$ cat config.mk
export PLATFORM = sky130hd
export DESIGN_NAME = scp_serial_port
export DESIGN_NICKNAME = d
export VERILOG_FILES = /design/src/scp_pkg.sv /design/src/scp_link_if.sv /design/src/scp_pin_sync.sv /design/src/scp_serial_port.sv
export SDC_FILE = /design/constraint.sdc
export NUM_CORES = 1
export LEC_CHECK = 0
export ABC_AREA = 1
export BUFFER_PORTS_ARGS = -buffer_cell sky130_fd_sc_hd__buf_4
export CORE_MARGIN = 5
export CORE_UTILIZATION = 52
export CTS_BUF_LIST = sky130_fd_sc_hd__clkbuf_16
export DETAILED_ROUTE_END_ITERATION = 10
export PLACE_DENSITY = 0.8
export SETUP_SLACK_MARGIN = 0.05
export SLEW_MARGIN = 30
export SYNTH_ARGS = -nofsm -noshare
export SYNTH_HDL_FRONTEND = slang
export SYNTH_SLANG_ARGS = --single-unit
$ cat constraint.sdc
create_clock -name clk_sys -period 2.65 [get_ports clk_sys]
set_input_delay 0.265 -clock clk_sys [delete_from_list [all_inputs] [get_ports clk_sys]]
set_output_delay 0.265 -clock clk_sys [all_outputs]
set_load 0.05 [all_outputs]
$ cat src/scp_pkg.sv
// constants, field positions and types of the serial control port
// assumes: one system clock, link pins sampled through synchronisers
package scp_pkg;

  // instruction word layout
  localparam int INSTR_W = 16;              // two-byte instruction only
  localparam int BYTE_W = 8;                // data unit on the link
  localparam int ADDR_W = 13;               // start address width
  localparam int INSTR_RW_POS = 15;         // instruction_top_bit
  localparam int INSTR_LEN_HI = 14;         // length_field_high
  localparam int INSTR_LEN_LO = 13;         // length_field_low
  localparam int BIT_CNT_W = 4;             // counts up to 16 edges
  localparam logic [BIT_CNT_W-1:0] INSTR_LAST_BIT = 4'hf;
  localparam logic [BIT_CNT_W-1:0] BYTE_LAST_BIT = 4'h7;
  localparam logic [2:0] BYTE_PHASE_ZERO = 3'h0;

  // transfer length codes
  localparam logic [1:0] LEN_STREAM = 2'h3; // open-ended stream

  // register offsets
  localparam logic [ADDR_W-1:0] ADDR_PORT_CFG = 13'h0000;
  localparam logic [ADDR_W-1:0] ADDR_READBACK = 13'h0004;
  localparam logic [ADDR_W-1:0] ADDR_UPDATE = 13'h0005;
  localparam logic [ADDR_W-1:0] ADDR_STEP = 13'h0001;

  // reset values
  localparam logic [7:0] PORT_CFG_RESET = 8'h18;
  localparam logic [7:0] READBACK_RESET = 8'h00;
  localparam logic [7:0] BYTE_ZERO = 8'h00;

  // field positions
  localparam int CFG_LSB_HI = 6;            // bit-order copy, upper
  localparam int CFG_SOFT_RST = 5;          // self-clearing soft reset
  localparam int CFG_DEV_RST = 2;           // device reset request
  localparam int CFG_LSB_LO = 1;            // bit-order copy, lower
  localparam int READBACK_SEL = 0;          // read shadow copies
  localparam int UPDATE_BIT = 0;            // shadow to active strobe

  // serial engine states, one-hot
  typedef enum logic [2:0] {
    ST_INSTR = 3'b001,
    ST_DATA = 3'b010,
    ST_DONE = 3'b100
  } scp_state_t;

endpackage

$ cat src/scp_link_if.sv
// carrier for the synchronised link pins and their edge pulses
// assumes: produced and consumed on clk_sys only
`timescale 1ns/1ps
`default_nettype none

interface scp_link_if;
  logic cs_n;       // synchronised select, active low
  logic sdio_in;    // synchronised data line level
  logic sclk_rise;  // one-cycle pulse on shift-clock rising edge
  logic sclk_fall;  // one-cycle pulse on shift-clock falling edge

  // the synchroniser drives, the engine listens
  modport sync_side (output cs_n, output sdio_in, output sclk_rise,
                     output sclk_fall);
  modport engine_side (input cs_n, input sdio_in, input sclk_rise,
                       input sclk_fall);
endinterface

`default_nettype wire

$ cat src/scp_pin_sync.sv
// two-stage synchronisers for the link pins plus shift-clock edge finder
// assumes: pins are asynchronous to clk_sys; clk_sys well above sclk
`timescale 1ns/1ps
`default_nettype none

module scp_pin_sync
#(
  parameter int STAGES = 2  // synchroniser depth
)
(
  // clock and reset
  input wire logic clk_sys,
  input wire logic rst,
  // raw pins
  input wire logic sclk_pin,
  input wire logic cs_n_pin,
  input wire logic sdio_pin,
  // synchronised view
  scp_link_if.sync_side lk
);

  localparam int NPIN = 3;  // sclk, select, data

  // an edge finder needs at least a two-flop chain ahead of it
  if (STAGES < 2)
  begin : g_bad_depth
    $error("scp_pin_sync: STAGES must be at least 2");
  end

  logic [NPIN-1:0] pins;        // raw pin vector
  logic [NPIN-1:0] synced;      // last synchroniser stage
  logic sclk_prev_reg;          // delayed sclk for edge detection

  assign pins = {sdio_pin, cs_n_pin, sclk_pin};

  // one chain per pin; only the final stage is read outside the chain
  for (genvar i = 0; i < NPIN; i++)
  begin : g_chain
    logic [STAGES-1:0] chain_reg;  // chain_reg[0] is the metastable flop
    always_ff @(posedge clk_sys)
    begin
      if (rst)
      begin
        // select idles high so the port starts deselected
        chain_reg <= (i == 1) ? '1 : '0;
      end
      else
      begin
        chain_reg <= {chain_reg[STAGES-2:0], pins[i]};
      end
    end
    assign synced[i] = chain_reg[STAGES-1];
  end

  // previous shift-clock level, taken from the settled stage
  always_ff @(posedge clk_sys)
  begin
    if (rst)
    begin
      sclk_prev_reg <= 1'b0;
    end
    else
    begin
      sclk_prev_reg <= synced[0];
    end
  end

  // data and select share the sclk delay, so edges line up with data
  assign lk.sclk_rise = synced[0] & ~sclk_prev_reg;
  assign lk.sclk_fall = ~synced[0] & sclk_prev_reg;
  assign lk.cs_n = synced[1];
  assign lk.sdio_in = synced[2];

endmodule // scp_pin_sync

`default_nettype wire

$ cat src/scp_serial_port.sv
// three-wire serial control port: instruction decode, shift engine,
// buffered port registers with shadow and active copies
// assumes: host drives sclk well below clk_sys/4; one shared data pin
`timescale 1ns/1ps
`default_nettype none

module scp_serial_port
  import scp_pkg::*;
#(
  parameter int SYNC_STAGES = 2  // pin synchroniser depth
)
(
  // clock and reset
  input wire logic clk_sys,
  input wire logic rst,
  // serial pins
  input wire logic sclk,
  input wire logic cs_n,
  input wire logic sdio_in,
  output logic sdio_out,
  output logic sdio_oe,
  // active settings seen by the rest of the chip
  output logic lsb_first_active,
  output logic readback_shadow_active,
  output logic device_reset_req,
  output logic update_pulse
);

  if (SYNC_STAGES < 2)
  begin : g_bad_sync
    $error("scp_serial_port: SYNC_STAGES must be at least 2");
  end

  // all block state in one record
  typedef struct packed {
    scp_state_t fsm;                 // serial engine phase
    logic [BIT_CNT_W-1:0] bit_cnt;   // rising edges in current unit
    logic [INSTR_W-1:0] rx;          // incoming shift register
    logic is_read;                   // direction of current cycle
    logic stream;                    // open-ended transfer
    logic [1:0] bytes_left;          // fixed-length bytes due after the current one
    logic [ADDR_W-1:0] addr;         // internal address counter
    logic [BYTE_W-1:0] tx;           // outgoing shift register
    logic sdio_out;                  // launched read bit
    logic sdio_oe;                   // drive enable for data line
    logic [7:0] cfg_shadow;          // port config, buffered copy
    logic [7:0] cfg_active;          // port config, copy in use
    logic rb_shadow;                 // readback select, buffered
    logic rb_active;                 // readback select, in use
    logic update_pulse;              // one cycle on each update
  } scp_regs_t;

  scp_regs_t r_reg;   // registered state
  scp_regs_t r_next;  // next state

  scp_link_if lk();   // synchronised pins

  // pin synchronisers and sclk edge finder
  scp_pin_sync #(
    .STAGES(SYNC_STAGES)
  ) u_sync (
    .clk_sys(clk_sys),
    .rst(rst),
    .sclk_pin(sclk),
    .cs_n_pin(cs_n),
    .sdio_pin(sdio_in),
    .lk(lk)
  );

  // mirror the two bit-order copies and force the fixed bits
  function automatic logic [7:0] cfg_from_byte(input logic [7:0] b);
    logic [7:0] c;
    logic lsb;
    c = PORT_CFG_RESET;
    lsb = b[CFG_LSB_HI] | b[CFG_LSB_LO];
    c[CFG_LSB_HI] = lsb;
    c[CFG_LSB_LO] = lsb;
    c[CFG_SOFT_RST] = b[CFG_SOFT_RST];
    c[CFG_DEV_RST] = b[CFG_DEV_RST];
    return c;
  endfunction

  // byte returned for a read of one address
  function automatic logic [7:0] read_byte(input scp_regs_t s,
                                           input logic [ADDR_W-1:0] a);
    logic [7:0] v;
    v = BYTE_ZERO;
    if (a == ADDR_PORT_CFG)
    begin
      // readback select picks buffered or in-use copy
      v = s.rb_active ? s.cfg_shadow : s.cfg_active;
    end
    else if (a == ADDR_READBACK)
    begin
      v[READBACK_SEL] = s.rb_active ? s.rb_shadow : s.rb_active;
    end
    // update register is self-clearing, so it always reads zero
    return v;
  endfunction

  // next-state logic for engine and registers
  always_comb
  begin
    logic lsb;                 // bit order in force right now
    logic [INSTR_W-1:0] word;  // rx with the current bit merged
    logic [7:0] data_byte;     // completed data byte
    logic [ADDR_W-1:0] nxt_addr;
    lsb = 1'b0;
    word = '0;
    data_byte = BYTE_ZERO;
    nxt_addr = '0;
    r_next = r_reg;
    r_next.update_pulse = 1'b0;
    lsb = r_reg.cfg_active[CFG_LSB_HI];

    // soft reset acts once after an update, then clears itself
    if (r_reg.cfg_active[CFG_SOFT_RST])
    begin
      r_next.cfg_shadow = PORT_CFG_RESET;
      r_next.cfg_active = PORT_CFG_RESET;
      r_next.rb_shadow = READBACK_RESET[READBACK_SEL];
      r_next.rb_active = READBACK_RESET[READBACK_SEL];
    end

    if (lk.cs_n)
    begin
      // deselected: release the data line at once
      r_next.sdio_oe = 1'b0;
      // a rise off a byte boundary, or the end of a finished or
      // streaming cycle, returns the engine to instruction phase;
      // a rise on a boundary of a fixed-length cycle only stalls
      if ((r_reg.bit_cnt[2:0] != BYTE_PHASE_ZERO)
          || (r_reg.fsm == ST_DONE)
          || ((r_reg.fsm == ST_DATA) && r_reg.stream))
      begin
        r_next.fsm = ST_INSTR;
        r_next.bit_cnt = '0;
      end
    end
    else
    begin
      if (lk.sclk_rise)
      begin
        // write and instruction bits are sampled on the rising edge
        if (lsb)
        begin
          word = {lk.sdio_in, r_reg.rx[INSTR_W-1:1]};
        end
        else
        begin
          word = {r_reg.rx[INSTR_W-2:0], lk.sdio_in};
        end
        r_next.rx = word;
        r_next.bit_cnt = r_reg.bit_cnt + 1'b1;
        data_byte = lsb ? word[INSTR_W-1:BYTE_W] : word[BYTE_W-1:0];
        // msb-first walks down, lsb-first walks up, no skipping
        nxt_addr = lsb ? (r_reg.addr + ADDR_STEP)
                       : (r_reg.addr - ADDR_STEP);

        unique case (r_reg.fsm)
          ST_INSTR:
          begin
            // sixteen bits always make the instruction word
            if (r_reg.bit_cnt == INSTR_LAST_BIT)
            begin
              r_next.fsm = ST_DATA;
              r_next.bit_cnt = '0;
              r_next.is_read = word[INSTR_RW_POS];
              r_next.stream =
                ({word[INSTR_LEN_HI], word[INSTR_LEN_LO]}
                 == LEN_STREAM);
              r_next.bytes_left = {word[INSTR_LEN_HI],
                                   word[INSTR_LEN_LO]};
              r_next.addr = word[ADDR_W-1:0];
              // first read byte comes from the given address
              r_next.tx = read_byte(r_reg, word[ADDR_W-1:0]);
            end
          end
          ST_DATA:
          begin
            if (r_reg.bit_cnt == BYTE_LAST_BIT)
            begin
              r_next.bit_cnt = '0;
              if (!r_reg.is_read)
              begin
                // writes reach only the shadow copies; read-only
                // and unmapped addresses drop the byte
                if (r_reg.addr == ADDR_PORT_CFG)
                begin
                  r_next.cfg_shadow = cfg_from_byte(data_byte);
                end
                else if (r_reg.addr == ADDR_READBACK)
                begin
                  r_next.rb_shadow = data_byte[READBACK_SEL];
                end
                else if ((r_reg.addr == ADDR_UPDATE)
                         && data_byte[UPDATE_BIT])
                begin
                  // strobe copies every pending change together
                  r_next.cfg_active = r_reg.cfg_shadow;
                  r_next.rb_active = r_reg.rb_shadow;
                  r_next.update_pulse = 1'b1;
                  // the soft reset request is consumed here
                  r_next.cfg_shadow[CFG_SOFT_RST] = 1'b0;
                end
              end
              // later bytes use the counter, not the instruction
              r_next.addr = nxt_addr;
              r_next.tx = read_byte(r_reg, nxt_addr);
              if (!r_reg.stream)
              begin
                r_next.bytes_left = r_reg.bytes_left - 1'b1;
                // count reached: ignore further clocks until deselect
                if (r_reg.bytes_left == 2'h0)
                begin
                  r_next.fsm = ST_DONE;
                end
              end
            end
          end
          ST_DONE:
          begin
            // cycle complete; extra clocks change only rx
            r_next.bit_cnt = r_reg.bit_cnt;
          end
        endcase
      end

      // read bits launch on the falling edge of the shift clock
      if (lk.sclk_fall && (r_reg.fsm == ST_DATA) && r_reg.is_read)
      begin
        r_next.sdio_oe = 1'b1;
        if (lsb)
        begin
          r_next.sdio_out = r_reg.tx[0];
          r_next.tx = {1'b0, r_reg.tx[BYTE_W-1:1]};
        end
        else
        begin
          r_next.sdio_out = r_reg.tx[BYTE_W-1];
          r_next.tx = {r_reg.tx[BYTE_W-2:0], 1'b0};
        end
      end
    end
  end

  // single state register, synchronous reset to defaults
  always_ff @(posedge clk_sys)
  begin
    if (rst)
    begin
      r_reg.fsm <= ST_INSTR;
      r_reg.bit_cnt <= '0;
      r_reg.rx <= '0;
      r_reg.is_read <= 1'b0;
      r_reg.stream <= 1'b0;
      r_reg.bytes_left <= '0;
      r_reg.addr <= '0;
      r_reg.tx <= BYTE_ZERO;
      r_reg.sdio_out <= 1'b0;
      r_reg.sdio_oe <= 1'b0;
      r_reg.cfg_shadow <= PORT_CFG_RESET;
      r_reg.cfg_active <= PORT_CFG_RESET;  // msb-first after reset
      r_reg.rb_shadow <= READBACK_RESET[READBACK_SEL];
      r_reg.rb_active <= READBACK_RESET[READBACK_SEL];
      r_reg.update_pulse <= 1'b0;
    end
    else
    begin
      r_reg <= r_next;
    end
  end

  // outputs straight from the state record
  assign sdio_out = r_reg.sdio_out;
  assign sdio_oe = r_reg.sdio_oe;
  assign lsb_first_active = r_reg.cfg_active[CFG_LSB_HI];
  assign readback_shadow_active = r_reg.rb_active;
  assign device_reset_req = r_reg.cfg_active[CFG_DEV_RST];
  assign update_pulse = r_reg.update_pulse;

endmodule // scp_serial_port

`default_nettype wire

==> metrics.txt <==
drt total wl=roughly 12000 um; hold path start=cs_n; worst-case vdd ir drop=approximately 0.34 mV; pins over their slew limit=0; FF-to-FF End=r_reg[22]; CP max stage delay=0.42 ns; antenna violations before repair=0; number of unique standard cell types used by synthesis=46; sum of internal, switching and leakage power=roughly 2.6 mW; Finish-stage setup viols=0; area growth from synthesis to final layout=10.6%; total negative setup slack=0 ns; vias per cell=around 5.7; Highest Clock Rate=between 0.4 and 0.5 GHz; Longest Clk Path Bufs=2; initial core utilization=53.3%; relative slew slack=67.6%; Post-route DRC=0; Final Cycle Share=between 90% and 100%; Site Rows=34; power density normalized to cell area=approximately 510 nW/um^2; post-synthesis cell area=roughly 4600 um^2; setup repair after global routing missed its margin=false; worst flop-to-flop path startpoint=lsb_first_active; maximum number of pins on one net before global-route repair=36; setup slack after layout=approximately 0.24 ns; # diodes=0; endpoint of the worst setup timing path=r_reg[22]; mean instance size in the synthesized netlist=between 6 and 7 um^2; total routing usage reported by global routing=a little over a fifth; Mapped Nets=approximately 700; worst setup path startpoint=lsb_first_active; wire length of the first global-routing pass=19300 um; Core Region=between 8000 and 9000 um^2; insertion delay of the later-clocked pin in the worst-skew pair=about 0.33 ns; final-stage net count=713; number of warnings printed during yosys synthesis=0; most used cells in the layout excluding fill and tap cells=135 x sky130_fd_sc_hd__nand2_1, 98 x sky130_fd_sc_hd__inv_1, 75 x sky130_fd_sc_hd__dfxtp_1; number of nets still failing antenna checks after routing=0; vias in the first global route=between 4000 and 5000; count of port buffers added during placement=10; Max-cap violations=0; Routed WL per cell=between 10 and 15 um; share of post-route cells with drive strength above 1=12.2%; post-CTS setup buffer count=0; flop2flop setup slack=between 0.2 and 0.25 ns; max FFs per register=63; TritonCTS clock tree=built; post-synthesis sequential area ratio=32.7%; clock root buffer=sky130_fd_sc_hd__clkbuf_16; Hold/Removal Path Class=primary input to register; ordered list of cells on the worst path=inv_4 -> ha_1 -> inv_1 -> nand2_1 -> nand3_1 -> nand2_1 -> nand2_1 -> nand2_1 -> nor2_1 -> nand3_1 -> nor2_1 -> nand3_1 -> nand2_2 -> nand3_1 -> a21oi_1; slew of the pin with the lowest slew margin=between 0.4 and 0.5 ns; number of levels the H-tree was split into=3; die width=~100 um; length in cells of the worst reg-to-reg path=15; number of buffers added by the clock tree synthesis step=9; worst clock skew=0.00875 ns; TritonCTS sink count=76; half-perimeter wire length after placement=around 8600 um; global route total overflow=0; full die area=between 10000 and 15000 um^2; CP Capture Type=register; most common cell after layout, fill and taps aside=sky130_fd_sc_hd__nand2_1; Resized Gates After CTS=0; largest fanout of any net on the critical path=20; CP Class=register to register; Setup WS pre-CTS=about 0.14 ns; total leakage power=about 2.3 nW; crit path DAT=2.66 ns; startpoint types=register; count of placed standard cells including taps=789; total I/O pin count=11; placer congestion estimate=0.963; detailed-route via count=approximately 4500; result of the run=finished clean; count of hold buffers inserted by post-cts repair=0; endpoints failing hold=0; die extent in y=roughly 100 um; clock-pin slew of the registers on the worst-case setup and hold paths=0.06 ns; time the worst path needs with I/O delays and setup=~2.4 ns; non-filler instance count after layout=between 800 and 900; number of instances in the synthesized netlist=about 690; number of synthesized register bits=76; data required time at the worst endpoint=2.90 ns; iteration-0 DRC count of the detailed router=between 300 and 400; detailed-routing iteration count for the pre-antenna-repair pass=5; slowest cell on the critical path=sky130_fd_sc_hd__dfxtp_1
-- layout make-up --
type	instances	area, um^2
Clock inverter	6	81.3
Clock buffer	9	225
Timing Repair Buffer	16	120
Sequential cell	76	1530
Inverter	109	414
Fill cell	783	3580
Multi-Input combinational cell	480	2640
Tap cell	108	135
-- worst min-delay path by stage --
stage                                     end  cells after the start
6_report       u_sync.g_chain[1].chain_reg[0]                      2
5_1_grt        u_sync.g_chain[1].chain_reg[0]                      2
4_1_cts        u_sync.g_chain[1].chain_reg[0]                      2
3_5_place_dp   u_sync.g_chain[1].chain_reg[1]                      1
3_3_place_gp   u_sync.g_chain[1].chain_reg[1]                      1
2_1_floorplan  u_sync.g_chain[1].chain_reg[0]                      1
-- worst max-delay path: cells and delay by family (launching register included) --
kind	cells	cell delay, ns
adder cells (fa/ha/maj)	1	0.42
AND/OR/NAND/NOR	11	1.05
AO/OA/AOI/OAI	1	0.15
buffers and inverters	2	0.26
flip-flops	1	0.42
-- logic make-up (layout without fill, tap and decap cells) --
group | count (synthesis) | count (layout) | synth area share (%)
AOI/OAI and AO/OA | 170 | 170 | 20.7
DFF | 76 | 76 | 32.7
buffers and inverters | 129 | 140 | 11.0
adders and majority gates | 16 | 16 | 4.47
xor gates and xnor gates | 5 | 5 | 0.942
and+or+nand+nor | 289 | 289 | 30.1
-- synthesized netlist by cell type, drive strengths merged --
library cell / count / area, um^2
nand2: 142 / 551
inv: 108 / 408
dfxtp: 76 / 1520
nor2: 68 / 320
a21oi: 67 / 339
o21ai: 67 / 335
nand3: 52 / 313
ha: 15 / 188
clkbuf: 13 / 48.8
a221oi: 12 / 105
a211oi: 11 / 87.6
nand4: 9 / 71.3
nor3: 8 / 51.3
buf: 7 / 51.3
nor4: 5 / 61.3
xor2: 4 / 35.0
o211ai: 3 / 22.5
o22ai: 3 / 18.8
or2: 3 / 18.8
o21bai: 2 / 15.0
a31oi: 1 / 6.26
a32o: 1 / 10.0
and2: 1 / 6.26
clkinv: 1 / 3.75
fa: 1 / 20.0
nand3b: 1 / 7.51
o2111ai: 1 / 8.76
o21a: 1 / 7.51
o31ai: 1 / 7.51
xnor2: 1 / 8.76
-- where the power goes --
| group | total [mW] | switching, mW | internal [mW] |
|---|---|---|---|
| logic | 0.181 | 0.121 | 0.0596 |
| registers | 1.19 | 0.0238 | 1.17 |
| clock network | 1.26 | 0.449 | 0.811 |
| total | 2.63 | 0.594 | 2.04 |
-- routing by layer --
| layer | vias to the layer above | routed length [um] | track usage [%] |
|---|---|---|---|
| li1 | 2288 | - | - |
| met1 | 2078 | 5220 | 28.8 |
| met2 | 164 | 5410 | 33.8 |
| met3 | 17 | 808 | 4.69 |
| met4 | 0 | 146 | 5.18 |
| met5 | - | 0 | 0 |
-- per-stage QoR --
| stage | hold WS [ns] | area (um^2) | util, % |
|---|---|---|---|
| 2_1_floorplan | 0.369 | 4650 | - |
| 3_3_place_gp | 0.391 | 4800 | 55.1 |
| 3_5_place_dp | 0.402 | 4800 | 55.1 |
| 4_1_cts | 0.114 | 5110 | 58.6 |
| 5_1_grt | 0.120 | 5140 | 58.9 |
| 6_report | 0.111 | 5140 | 58.9 |
Power figures use the tool's default switching activity.
